--- config.mk ---
export PLATFORM = sky130hd
export DESIGN_NAME = tmc_smbus_ctrl
export DESIGN_NICKNAME = d
export VERILOG_FILES = /design/src/design/tmc_pkg.sv /design/src/design/tmc_smbus_ctrl.sv
export SDC_FILE = /design/constraint.sdc
export NUM_CORES = 1
export LEC_CHECK = 0
export ABC_AREA = 1
export BUFFER_PORTS_ARGS = -buffer_cell sky130_fd_sc_hd__buf_2
export CORE_MARGIN = 5
export CORE_UTILIZATION = 50
export CTS_BUF_LIST = sky130_fd_sc_hd__clkbuf_8
export DETAILED_ROUTE_END_ITERATION = 10
export HOLD_SLACK_MARGIN = 0.15
export PLACE_DENSITY = 0.67
export SYNTH_ARGS = -nofsm -noshare
export SYNTH_HDL_FRONTEND = slang
export SYNTH_SLANG_ARGS = --single-unit
--- constraint.sdc ---
create_clock -name sys_clk -period 3.1 [get_ports sys_clk]
set_input_delay 0.62 -clock sys_clk [delete_from_list [all_inputs] [get_ports sys_clk]]
set_output_delay 0.62 -clock sys_clk [all_outputs]
set_load 0.01 [all_outputs]
--- src/design/tmc_pkg.sv ---
// Operation
// config bit 6 set means standby, no conversions
// standby pin low also forces standby
// value registers hold during standby
// config bit 7 masks the alarm output
// config bits 5-0 reserved, all reset zero
// rate code divides converter period, 16 s-125 ms
// host keeps rate upper five bits zero
// rate register reads back last written value
// high trips on greater, low on less
// limits compare as signed values
// one-shot write in software standby converts once
// one-shot data byte ignored, not stored
// two three-level pins pick nine addresses
// address pins captured once after reset
// start, 7-bit address msb first, then direction
// address match acknowledged by low ninth clock
// eight data clocks plus one acknowledge clock
// master ends read with nack then stop
// direction fixed per operation until new start
// writes carry one or two bytes, reads one
// first write byte loads pointer, second writes register
// master sets pointer before reading when unsure
// read returns register selected by pointer
// separate read and write pointer codes
// each conversion stores values and compares limits
// undefined write codes acknowledged, change nothing
package tmc_pkg;
    localparam logic [7:0] PTR_LOCAL_RD = 8'h00;
    localparam logic [7:0] PTR_REMOTE_RD = 8'h01;
    localparam logic [7:0] PTR_STATUS_RD = 8'h02;
    localparam logic [7:0] PTR_CFG_RD = 8'h03;
    localparam logic [7:0] PTR_RATE_RD = 8'h04;
    localparam logic [7:0] PTR_LHI_RD = 8'h05;
    localparam logic [7:0] PTR_LLO_RD = 8'h06;
    localparam logic [7:0] PTR_RHI_RD = 8'h07;
    localparam logic [7:0] PTR_RLO_RD = 8'h08;
    localparam logic [7:0] PTR_CFG_WR = 8'h09;
    localparam logic [7:0] PTR_RATE_WR = 8'h0a;
    localparam logic [7:0] PTR_LHI_WR = 8'h0b;
    localparam logic [7:0] PTR_LLO_WR = 8'h0c;
    localparam logic [7:0] PTR_RHI_WR = 8'h0d;
    localparam logic [7:0] PTR_RLO_WR = 8'h0e;
    localparam logic [7:0] PTR_ONESHOT_WR = 8'h0f;
    localparam logic [7:0] CFG_RST = 8'h00;
    localparam logic [7:0] CFG_USED_MASK = 8'hc0;
    localparam logic [7:0] RATE_RST = 8'h02;
    localparam logic [7:0] HI_LIMIT_RST = 8'h7f;
    localparam logic [7:0] LO_LIMIT_RST = 8'hc9;
    localparam logic [7:0] VALUE_RST = 8'h80;
    localparam int CFG_MASK_BIT = 7;
    localparam int CFG_STANDBY_PIN_N_BIT = 6;
    localparam logic [2:0] RATE_FASTEST = 3'h7;
    localparam int STATUS_TRIP_LSB = 3;
    localparam int SYS_CLK_HZ = 100_000_000;
    localparam int CONV_MIN_PERIOD_MS = 125;
    localparam int CONV_MIN_PERIOD_CYC = SYS_CLK_HZ / 1000 * CONV_MIN_PERIOD_MS;
    localparam logic [1:0] PIN_LOW = 2'h0;
    localparam logic [1:0] PIN_HIGH = 2'h2;
    localparam logic [3:0] ADDR_TOP_LOW = 4'h3;
    localparam logic [3:0] ADDR_TOP_OPEN = 4'h5;
    localparam logic [3:0] ADDR_TOP_HIGH = 4'h9;
    localparam logic [2:0] ADDR_OFS_LOW = 3'h0;
    localparam logic [2:0] ADDR_OFS_OPEN = 3'h1;
    localparam logic [2:0] ADDR_OFS_HIGH = 3'h4;
    localparam logic [1:0] STRAP_SAMPLE = 2'h2;
    localparam logic [1:0] STRAP_DONE = 2'h3;
    localparam logic [3:0] BITS_PER_BYTE = 4'h8;
    localparam logic [1:0] WR_BYTES_MAX = 2'h2;

    typedef enum logic [2:0] {
        BUS_IDLE,
        BUS_ADDR,
        BUS_ADDR_ACK,
        BUS_WR_BYTE,
        BUS_WR_ACK,
        BUS_RD_BYTE,
        BUS_RD_ACK,
        BUS_WAIT_STOP
    } tmc_bus_e;
endpackage : tmc_pkg

--- src/design/tmc_smbus_ctrl.sv ---
`timescale 1ns/1ps
`default_nettype none
module tmc_smbus_ctrl #(
    parameter int CONV_BASE_CYC = tmc_pkg::CONV_MIN_PERIOD_CYC
) (
    input wire logic sys_clk,
    input wire logic rst_n,
    input wire logic serialClockLine,
    input wire logic serialDataLineIn,
    output logic serialDataLineOut,
    output logic serialDataLineOe_n,
    input wire logic standby_pin_n,
    input wire logic [1:0] addr_select_pin_a,
    input wire logic [1:0] addr_select_pin_b,
    input wire logic [7:0] localTempIn,
    input wire logic [7:0] remoteTempIn,
    output logic convStart,
    output logic standbyActive,
    output logic alarmLineOut,
    output logic alarmLineOe_n,
    output logic [6:0] deviceAddr
);
    // pin synchronisers, first stage read only by second
    logic [7:0] syncA_r, syncB_r;
    logic sclS, sdaS, stbyS;
    logic [1:0] pinAS, pinBS;
    assign {sclS, sdaS, stbyS, pinAS, pinBS} = syncB_r[7:1];

    tmc_pkg::tmc_bus_e state_r, state_nxt;
    logic sclPrev_r, sclPrev_nxt, sdaPrev_r, sdaPrev_nxt;
    logic [3:0] bitCnt_r, bitCnt_nxt;
    logic [7:0] rxShift_r, rxShift_nxt, txShift_r, txShift_nxt;
    logic [1:0] wrBytes_r, wrBytes_nxt;
    logic readDir_r, readDir_nxt, drive_r, drive_nxt;
    logic [7:0] ptr_r, ptr_nxt;
    logic [7:0] cfg_r, cfg_nxt, rate_r, rate_nxt;
    logic [7:0] lhi_r, lhi_nxt, llo_r, llo_nxt, rhi_r, rhi_nxt;
    logic [7:0] rlo_r, rlo_nxt;
    logic [7:0] localVal_r, localVal_nxt, remoteVal_r, remoteVal_nxt;
    logic [3:0] trip_r, trip_nxt;
    logic [31:0] divCnt_r, divCnt_nxt;
    logic [1:0] strapCnt_r, strapCnt_nxt;
    logic [6:0] devAddr_r, devAddr_nxt;
    logic conv_r, conv_nxt, alarm_r, alarm_nxt;

    logic sclRise, sclFall, startCond, stopCond;
    logic wrData, swStandby, running, convNow;
    logic [31:0] period;
    logic [7:0] rdData;
    logic [2:0] addrOfs;
    logic [3:0] addrTop;
    logic [2:0] pinBOfs;

    always_comb
    begin
        sclRise = sclS & ~sclPrev_r;
        sclFall = ~sclS & sclPrev_r;
        // start and stop only count while the clock stays high
        startCond = sclS & sclPrev_r & sdaPrev_r & ~sdaS;
        stopCond = sclS & sclPrev_r & ~sdaPrev_r & sdaS;
        swStandby = cfg_r[tmc_pkg::CFG_STANDBY_PIN_N_BIT];
        running = ~swStandby & stbyS;
        standbyActive = ~running;
        // slowest code shifts the base period up by seven
        period = 32'(CONV_BASE_CYC) << (tmc_pkg::RATE_FASTEST - rate_r[2:0]);
        case (ptr_r)
            tmc_pkg::PTR_LOCAL_RD: rdData = localVal_r;
            tmc_pkg::PTR_REMOTE_RD: rdData = remoteVal_r;
            tmc_pkg::PTR_STATUS_RD:
                rdData = 8'(trip_r) << tmc_pkg::STATUS_TRIP_LSB;
            tmc_pkg::PTR_CFG_RD: rdData = cfg_r;
            tmc_pkg::PTR_RATE_RD: rdData = rate_r;
            tmc_pkg::PTR_LHI_RD: rdData = lhi_r;
            tmc_pkg::PTR_LLO_RD: rdData = llo_r;
            tmc_pkg::PTR_RHI_RD: rdData = rhi_r;
            tmc_pkg::PTR_RLO_RD: rdData = rlo_r;
            default: rdData = 8'h00;
        endcase
        case (pinAS)
            tmc_pkg::PIN_LOW:
            begin
                addrTop = tmc_pkg::ADDR_TOP_LOW;
                addrOfs = tmc_pkg::ADDR_OFS_LOW;
            end
            tmc_pkg::PIN_HIGH:
            begin
                addrTop = tmc_pkg::ADDR_TOP_HIGH;
                addrOfs = tmc_pkg::ADDR_OFS_HIGH;
            end
            default:
            begin
                addrTop = tmc_pkg::ADDR_TOP_OPEN;
                addrOfs = tmc_pkg::ADDR_OFS_OPEN;
            end
        endcase
        // code 11 counts as an open pin, like 01
        case (pinBS)
            tmc_pkg::PIN_LOW: pinBOfs = 3'h0;
            tmc_pkg::PIN_HIGH: pinBOfs = 3'h2;
            default: pinBOfs = 3'h1;
        endcase
    end

    always_comb
    begin
        state_nxt = state_r;
        sclPrev_nxt = sclS;
        sdaPrev_nxt = sdaS;
        bitCnt_nxt = bitCnt_r;
        rxShift_nxt = rxShift_r;
        txShift_nxt = txShift_r;
        wrBytes_nxt = wrBytes_r;
        readDir_nxt = readDir_r;
        drive_nxt = drive_r;
        ptr_nxt = ptr_r;
        wrData = 1'b0;
        case (state_r)
            tmc_pkg::BUS_ADDR, tmc_pkg::BUS_WR_BYTE:
            begin
                if (sclRise)
                begin
                    rxShift_nxt = {rxShift_r[6:0], sdaS};
                    bitCnt_nxt = bitCnt_r + 4'h1;
                end
                else if (sclFall && bitCnt_r == tmc_pkg::BITS_PER_BYTE)
                begin
                    if (state_r == tmc_pkg::BUS_WR_BYTE)
                    begin
                        state_nxt = tmc_pkg::BUS_WR_ACK;
                        drive_nxt = 1'b1;
                        if (wrBytes_r == 2'h0)
                            ptr_nxt = rxShift_r;
                        else if (wrBytes_r == 2'h1)
                            wrData = 1'b1;
                        if (wrBytes_r != tmc_pkg::WR_BYTES_MAX)
                            wrBytes_nxt = wrBytes_r + 2'h1;
                    end
                    else if (rxShift_r[7:1] == devAddr_r)
                    begin
                        state_nxt = tmc_pkg::BUS_ADDR_ACK;
                        drive_nxt = 1'b1;
                        readDir_nxt = rxShift_r[0];
                        wrBytes_nxt = 2'h0;
                    end
                    else
                        state_nxt = tmc_pkg::BUS_WAIT_STOP;
                end
            end
            tmc_pkg::BUS_ADDR_ACK:
                if (sclFall)
                begin
                    bitCnt_nxt = 4'h0;
                    if (readDir_r)
                    begin
                        state_nxt = tmc_pkg::BUS_RD_BYTE;
                        txShift_nxt = rdData;
                        drive_nxt = ~rdData[7];
                    end
                    else
                    begin
                        state_nxt = tmc_pkg::BUS_WR_BYTE;
                        drive_nxt = 1'b0;
                    end
                end
            tmc_pkg::BUS_WR_ACK:
                if (sclFall)
                begin
                    state_nxt = tmc_pkg::BUS_WR_BYTE;
                    drive_nxt = 1'b0;
                    bitCnt_nxt = 4'h0;
                end
            tmc_pkg::BUS_RD_BYTE:
                if (sclRise)
                    bitCnt_nxt = bitCnt_r + 4'h1;
                else if (sclFall)
                begin
                    if (bitCnt_r == tmc_pkg::BITS_PER_BYTE)
                    begin
                        state_nxt = tmc_pkg::BUS_RD_ACK;
                        drive_nxt = 1'b0;
                    end
                    else
                    begin
                        txShift_nxt = {txShift_r[6:0], 1'b0};
                        drive_nxt = ~txShift_r[6];
                    end
                end
            tmc_pkg::BUS_RD_ACK:
                if (sclRise)
                    // nack ends the read; an ack repeats the same register
                    state_nxt = sdaS ? tmc_pkg::BUS_WAIT_STOP
                                     : tmc_pkg::BUS_ADDR_ACK;
            tmc_pkg::BUS_IDLE, tmc_pkg::BUS_WAIT_STOP: ;
            default: state_nxt = tmc_pkg::BUS_IDLE;
        endcase
        if (startCond)
        begin
            state_nxt = tmc_pkg::BUS_ADDR;
            bitCnt_nxt = 4'h0;
            drive_nxt = 1'b0;
        end
        else if (stopCond)
        begin
            state_nxt = tmc_pkg::BUS_IDLE;
            drive_nxt = 1'b0;
        end
    end

    always_comb
    begin
        cfg_nxt = cfg_r;
        rate_nxt = rate_r;
        lhi_nxt = lhi_r;
        llo_nxt = llo_r;
        rhi_nxt = rhi_r;
        rlo_nxt = rlo_r;
        conv_nxt = 1'b0;
        if (wrData)
            case (ptr_r)
                tmc_pkg::PTR_CFG_WR: cfg_nxt = rxShift_r & tmc_pkg::CFG_USED_MASK;
                tmc_pkg::PTR_RATE_WR: rate_nxt = rxShift_r;
                tmc_pkg::PTR_LHI_WR: lhi_nxt = rxShift_r;
                tmc_pkg::PTR_LLO_WR: llo_nxt = rxShift_r;
                tmc_pkg::PTR_RHI_WR: rhi_nxt = rxShift_r;
                tmc_pkg::PTR_RLO_WR: rlo_nxt = rxShift_r;
                // data byte dropped, the write alone triggers
                tmc_pkg::PTR_ONESHOT_WR: conv_nxt = swStandby & stbyS;
                default: ;
            endcase
        divCnt_nxt = 32'h0;
        if (running && divCnt_r < period - 32'h1)
            divCnt_nxt = divCnt_r + 32'h1;
        // a standby write in this cycle cancels the pending pulse
        else if (running && !cfg_nxt[tmc_pkg::CFG_STANDBY_PIN_N_BIT])
            conv_nxt = 1'b1;
        convNow = conv_r;
        convStart = conv_r;
        localVal_nxt = localVal_r;
        remoteVal_nxt = remoteVal_r;
        trip_nxt = trip_r;
        if (convNow)
        begin
            localVal_nxt = localTempIn;
            remoteVal_nxt = remoteTempIn;
            trip_nxt[3] = $signed(localTempIn) > $signed(lhi_r);
            trip_nxt[2] = $signed(localTempIn) < $signed(llo_r);
            trip_nxt[1] = $signed(remoteTempIn) > $signed(rhi_r);
            trip_nxt[0] = $signed(remoteTempIn) < $signed(rlo_r);
        end
        // masking also drops an alarm already showing
        alarm_nxt = (|trip_nxt) & ~cfg_nxt[tmc_pkg::CFG_MASK_BIT];
        // straps are sampled once the synchronisers hold real levels
        strapCnt_nxt = strapCnt_r;
        devAddr_nxt = devAddr_r;
        if (strapCnt_r != tmc_pkg::STRAP_DONE)
            strapCnt_nxt = strapCnt_r + 2'h1;
        if (strapCnt_r == tmc_pkg::STRAP_SAMPLE)
            devAddr_nxt = {addrTop, 3'(addrOfs + pinBOfs)};
    end

    assign serialDataLineOut = 1'b0;
    assign serialDataLineOe_n = ~drive_r;
    assign alarmLineOut = 1'b0;
    assign deviceAddr = devAddr_r;

    assign alarmLineOe_n = ~alarm_r;

    always_ff @(posedge sys_clk)
    begin
        if (!rst_n)
        begin
            syncA_r <= 8'hff;
            syncB_r <= 8'hff;
            state_r <= tmc_pkg::BUS_IDLE;
            sclPrev_r <= 1'b1;
            sdaPrev_r <= 1'b1;
            bitCnt_r <= 4'h0;
            rxShift_r <= 8'h00;
            txShift_r <= 8'h00;
            wrBytes_r <= 2'h0;
            readDir_r <= 1'b0;
            drive_r <= 1'b0;
            ptr_r <= 8'h00;
            cfg_r <= tmc_pkg::CFG_RST;
            rate_r <= tmc_pkg::RATE_RST;
            lhi_r <= tmc_pkg::HI_LIMIT_RST;
            llo_r <= tmc_pkg::LO_LIMIT_RST;
            rhi_r <= tmc_pkg::HI_LIMIT_RST;
            rlo_r <= tmc_pkg::LO_LIMIT_RST;
            localVal_r <= tmc_pkg::VALUE_RST;
            remoteVal_r <= tmc_pkg::VALUE_RST;
            trip_r <= 4'h0;
            divCnt_r <= 32'h0;
            strapCnt_r <= 2'h0;
            devAddr_r <= 7'h00;
            conv_r <= 1'b0;
            alarm_r <= 1'b0;
        end
        else
        begin
            syncA_r <= {serialClockLine, serialDataLineIn, standby_pin_n,
                        addr_select_pin_a, addr_select_pin_b, 1'b0};
            syncB_r <= syncA_r;
            state_r <= state_nxt;
            sclPrev_r <= sclPrev_nxt;
            sdaPrev_r <= sdaPrev_nxt;
            bitCnt_r <= bitCnt_nxt;
            rxShift_r <= rxShift_nxt;
            txShift_r <= txShift_nxt;
            wrBytes_r <= wrBytes_nxt;
            readDir_r <= readDir_nxt;
            drive_r <= drive_nxt;
            ptr_r <= ptr_nxt;
            cfg_r <= cfg_nxt;
            rate_r <= rate_nxt;
            lhi_r <= lhi_nxt;
            llo_r <= llo_nxt;
            rhi_r <= rhi_nxt;
            rlo_r <= rlo_nxt;
            localVal_r <= localVal_nxt;
            remoteVal_r <= remoteVal_nxt;
            trip_r <= trip_nxt;
            divCnt_r <= divCnt_nxt;
            strapCnt_r <= strapCnt_nxt;
            devAddr_r <= devAddr_nxt;
            conv_r <= conv_nxt;
            alarm_r <= alarm_nxt;
        end
    end
endmodule : tmc_smbus_ctrl
`default_nettype wire

* Yosys cells after proc, flatten, opt, wreduce, memory -nomap -nowiden
Index checks and enable logic that the tools add are counted.
** Word-level totals
- Register bits :: 157
- Output and inout bits :: 13
** Cells by class
- Add/subtract/negate cells :: 7
- Order comparisons :: 5
- Equality and inequality tests :: 51
- Shift operators :: 1
- Multiplexer cells :: 56
- Bitwise logic cells :: 24
- Reductions and logical operators :: 35
** Operator list (count)
- one-hot mux 8 bit (9 select lines) :: 1
- equality test 8 x 4 -> 1 bit (second input constant) :: 8
- 2-to-1 mux 3 bit :: 12
- 2-to-1 mux 7 bit :: 5
- adder 32 x 1 -> 32 bit (second input constant) :: 1
- equality test 8 x 3 -> 1 bit (second input constant) :: 4
- less-than comparator 32 bit :: 1
- inequality test 4 bit (second input constant) :: 8
- left shift 24 x 3 -> 32 bit (first input constant) :: 1
- subtractor 32 x 1 -> 32 bit (second input constant) :: 1
- inequality test 2 bit (second input constant) :: 12
- 2-to-1 mux 1 bit :: 23
- AND reduction 9 bit :: 2
- equality test 8 x 2 -> 1 bit (second input constant) :: 2
- greater-than comparator 8 bit :: 2
- less-than comparator 8 bit :: 2
- 2-to-1 mux 8 bit :: 2
- one-hot mux 4 bit (2 select lines) :: 2
- one-hot mux 3 bit (5 select lines) :: 1
- AND reduction 5 bit :: 3
- NOT 1 bit :: 14
- one-hot mux 7 bit (2 select lines) :: 1
- AND reduction 2 bit :: 7
- 2-to-1 mux 4 bit :: 3
- 33 further kinds :: 61

* Logic depth before layout (Yosys ltp)
- Depth after elaboration :: 12
- Depth in mapped cells :: 16

* Worst setup path after synthesis
Ideal clock, no wire load.
- Path kind :: reg-to-reg
- From :: register rate_r[2]
- To :: register divCnt_r[10]
- Arrival :: 2.145 ns
- Data required time :: 3.036 ns
- Setup slack :: 0.891 ns
- Cell stages (with the launch flop) :: 15
- Buffers on the path :: 2
- Period minus slack after synthesis :: 2.209 ns
- Cells stage by stage :: dfxtp_1 -> clkbuf_1 -> nor2_1 -> nor2_1 -> inv_1 -> nor2_1 -> ha_1 -> a21oi_1 -> o21ai_0 -> nand2_1 -> o211ai_1 -> a21oi_1 -> nand4_1 -> buf_2 -> nor2_1
** On the way
- Word-level cells in the longest chain between the ends :: 6
** RTL lines
- start: declaration :: RTL line tmc_smbus_ctrl.sv:36 : logic [7:0] cfg_r, cfg_nxt, rate_r, rate_nxt;
- start signal: assignment :: RTL line tmc_smbus_ctrl.sv:285 : rate_r <= tmc_pkg::RATE_RST;
- start signal: assignment :: RTL line tmc_smbus_ctrl.sv:315 : rate_r <= rate_nxt;
- subtractor 3 bit :: RTL line tmc_smbus_ctrl.sv:65 : period = 32'(CONV_BASE_CYC) << (tmc_pkg::RATE_FASTEST - rate_r[2:0]);
- left shift 24 x 3 -> 32 bit :: RTL line tmc_smbus_ctrl.sv:65
- subtractor 32 x 1 -> 32 bit :: RTL line tmc_smbus_ctrl.sv:231 : if (running && divCnt_r < period - 32'h1)
- less-than comparator 32 bit :: RTL line tmc_smbus_ctrl.sv:231
- logical AND 1 bit :: RTL line tmc_smbus_ctrl.sv:231
- AND reduction 2 bit (no line)
- end signal: assignment :: RTL line tmc_smbus_ctrl.sv:323 : divCnt_r <= divCnt_nxt;
- end: declaration :: RTL line tmc_smbus_ctrl.sv:41 : logic [31:0] divCnt_r, divCnt_nxt;
No other way between the ends.
A chain may end at the register's enable or synchronous reset.

* Worst setup path after layout
- From :: register rate_r[2]
- To :: register divCnt_r[4]
Same word-level chain as after synthesis.

==> impl_results.rst <==
.. list-table::
   :header-rows: 1

   * - Metric
     - Value
   * - Worst slew pin tran
     - 867.7 ps
   * - Post-synth top area cell
     - dfxtp_1
   * - Net total in the final layout
     - ~1.3k
   * - CTS root buf
     - clkbuf_8
   * - Worst min-delay path class
     - in2reg
   * - Count of buffer and inverter cells on the critical path
     - 3
   * - Number of design rule violations left after detail routing
     - 0
   * - Number of vias per cell
     - approximately 5.2
   * - Area growth, synth to finish
     - 9.015%
   * - Detailed-routing wirelength on met1
     - around 10 mm
   * - Remaining global-route overflow
     - 0
   * - Worst stage delay on the critical path
     - 500 ps
   * - Count of flip-flops with a built-in enable after synthesis
     - 0
   * - Data required time of the critical path
     - 3450 ps
   * - CTS H-tree lvls
     - 4
   * - Most numerous cell types in the synthesized netlist
     - nand2_1 (229), nor2_1 (167), inv_1 (160)
   * - Setup Viol. Count Final
     - 0
   * - Ant. Diodes
     - 0
   * - Top cells by area in the synthesized netlist
     - dfxtp_1 (36%), nand2_1 (10%), ha_1 (9.5%), nor2_1 (7.3%), inv_1 (7.0%)
   * - Vias in the first global route
     - just under 7k
   * - Met3 wire length
     - around 1.5 mm
   * - Psw
     - approximately 1.3 mW
   * - Commonest register cell after synthesis
     - dfxtp_1
   * - Buffers inserted by post-CTS timing repair
     - 0
   * - HPWL Detailed
     - between 15 and 20 mm
   * - Critical Path Sink Type
     - flip-flop
   * - Netlist cell types
     - 47
   * - Tot GR Track Use
     - 0.2187
   * - Standard cell core area
     - 16640 um^2
   * - Synthesis-stage register bit count
     - between 150 and 200
   * - Die area
     - 19780 um^2
   * - Quantity of I/O buffers inserted on ports
     - 35
   * - Arrival @ worst endpoint
     - just under 3000 ps
   * - Largest net degree at the start of global routing
     - between 40 and 50
   * - Leakage power figure
     - approximately 4.4 nW
   * - Floorplan die width
     - 140.7 um
   * - Result of the run
     - completed
   * - Number of sinks handled by clock tree synthesis
     - ~150
   * - Routability congestion estimate
     - approximately 0.9
   * - Floorplan die height
     - 140.7 um
   * - Hold Buf Count CTS
     - 0
   * - Clock tree from TritonCTS
     - built
   * - Pins Over Slew Limit
     - 0
   * - Internal power contribution
     - 2.952 mW
   * - DR WL/cell
     - around 15 um
   * - Number of nets still failing antenna checks after routing
     - 0
   * - CP cell instances
     - inv_1, nor2_1, inv_1, nand2_1, nor2_1, ha_1, nand2_1, o21ai_0, nand2_1, o211ai_1, a21oi_1, nand4_1, buf_4, nor2_1
   * - Cell with the largest stage delay on the worst path
     - dfxtp_1
   * - Hold Fails Final Rpt
     - 0
   * - Maximum net fanout on the critical path
     - 32
   * - Top Ports
     - 38
   * - Cell count after synthesis
     - 1190
   * - Worst-case setup margin in the final layout
     - roughly 560 ps
   * - Post-CTS clock slew at the launch and capture registers of the worst setup and hold paths
     - around 90 ps
   * - Max-cap viol count
     - 0
   * - Combinational group share of total power
     - 0.131
   * - Warnings, synthesis
     - 0
   * - Max VDD drop
     - approximately 0.36 mV
   * - Total negative slack for setup checks
     - 0 ps
   * - Power density relative to cell area
     - 456.4 nW/um^2
   * - Clock Power Share
     - 0.374
   * - Clock buffers created by TritonCTS
     - 17
   * - Share of async-settable or async-resettable flops after synthesis
     - 0
   * - Type of origin of the critical path
     - flip-flop
   * - Top layer used by detailed routing
     - met4
   * - Relative slew slack
     - 0.4194
   * - Maximum clock skew at final layout
     - about 15 ps
   * - Skew-Pair Late Insertion Delay
     - about 470 ps
   * - Cell Area, Synth
     - around 8500 um^2
   * - Final Instance Count excl. Fillers
     - roughly 1.5k
   * - Leading cell type by number of instances after synthesis
     - nand2_1
   * - Share of final-layout standard cells stronger than drive strength 1
     - 0.1053
   * - Sw Ratio
     - 0.3050
   * - Cells resized by post-CTS repair
     - 0
   * - Drt total wl
     - 21.37 mm
   * - WL met2
     - 9.263 mm
   * - Post-Place Setup Slack
     - around 600 ps
   * - Starting density of the core
     - 0.5129
   * - Share of Yosys cell area claimed by the top area cell type
     - 0.3612
   * - Maximum achievable frequency
     - roughly 400 MHz
   * - Clock period minus worst slack
     - ~2500 ps
   * - Row cnt
     - 47
   * - Type of the worst setup path
     - reg2reg
   * - DRT Pass-1 Iters
     - 7
   * - Sequential cell fraction of total power
     - 0.495
   * - Synthesized area per cell
     - 7.173 um^2
   * - Family with the most delay on the worst path
     - simple AND/OR/NAND/NOR gates
   * - DRC violation total after the first TritonRoute iteration
     - about 580
   * - Placed cell count
     - between 1k and 1.5k
   * - Via count of the routed design
     - 7568
   * - Seq/Total Area, Yosys
     - 0.3612
   * - RSZ-0062 raised after global routing
     - no
   * - Fraction of the cycle the final worst path needs
     - 0.8184
   * - First-pass GRT wire length
     - 34.82 mm
   * - Maximum clock path buffer count
     - 2
   * - Number of antenna violations at the first check in global routing
     - 0
## power groups by stage
stage | Sequential [mW] | Combinational, mW | Clock (mW)
after global placement | 2.15 | 0.554 | 0
final | 2.10 | 0.557 | 1.59
after global routing | 2.11 | 0.634 | 1.71
after floorplan | 2.14 | 0.416 | 0
after CTS | 2.10 | 0.561 | 1.62
after detailed placement | 2.15 | 0.558 | 0
## worst paths after layout
check	start	end	slack [ps]	cells past startpoint
min reg2reg	syncA_r[2]	syncB_r[2]	420	1
max	rate_r[2]	divCnt_r[4]	560	14
max reg2reg	rate_r[2]	divCnt_r[4]	560	14
min	serialClockLine	syncA_r[7]	320	2
## cell families after synthesis
group | after synthesis | share of synthesized area
AND/OR/NAND/NOR | 517 | 0.2665
AO/OA/AOI/OAI | 216 | 0.1476
buffers and inverters | 200 | 0.09162
flip-flops | 154 | 0.3612
adder cells (fa/ha/maj) | 65 | 0.09528
XOR/XNOR | 36 | 0.03694
other | 2 | 0.0008798
## flip-flops by register name, indices dropped and copies added (netlist names), 3 cells and up
name / flops
syncB_r: 7
localVal_r: 8
llo_r: 8
bitCnt_r: 4
rhi_r: 8
rate_r: 8
deviceAddr: 6
remoteVal_r: 8
divCnt_r: 32
txShift_r: 7
syncA_r: 7
lhi_r: 8
trip_r: 4
ptr_r: 8
state_r: 3
rxShift_r: 8
rlo_r: 8
## metal layers
layer,vias to the layer above,global-route usage
met4,0,0.05405
li1,3913,-
met3,28,0.05621
met1,3418,0.3074
met5,-,0
met2,209,0.3372
## final cells by class
type | count | area [um^2]
Timing Repair Buffer | 41 | 220.2
Clock buffer | 19 | 261.5
Tap cell | 220 | 275.3
Fill cell | 1664 | 7337
Inverter | 170 | 640.6
Sequential cell | 154 | 3083
Multi-Input combinational cell | 837 | 4674
Clock inverter | 13 | 150.1
## cells in the final DEF (no fill, tap or decap), types with 7 or more instances in the layout
master / count
nor3_1: 20
nor2_1: 167
or2_2: 17
a211oi_2: 9
xor2_1: 21
o21ai_0: 71
clkbuf_8: 19
o211ai_1: 25
inv_1: 160
xnor2_1: 15
nand3_1: 40
dfxtp_1: 154
nand2_1: 229
o22ai_1: 9
inv_2: 7
buf_2: 35
a21oi_1: 84
ha_1: 65
nand4_1: 12
a211oi_1: 8
## per-stage QoR
stage | hold WS [ps] | util | area, um^2 | power [mW]
floorplan | 392.5 | - | 8539 | 2.554
global placement | 393.7 | 0.5344 | 8894 | 2.702
detailed placement | 397.7 | 0.5344 | 8894 | 2.706
CTS | 301.2 | 0.5591 | 9305 | 4.287
global route | 303.8 | 0.5591 | 9305 | 4.459
finish | 324.5 | 0.5591 | 9305 | 4.247
Note: power is estimated with default switching activity, not from simulation.
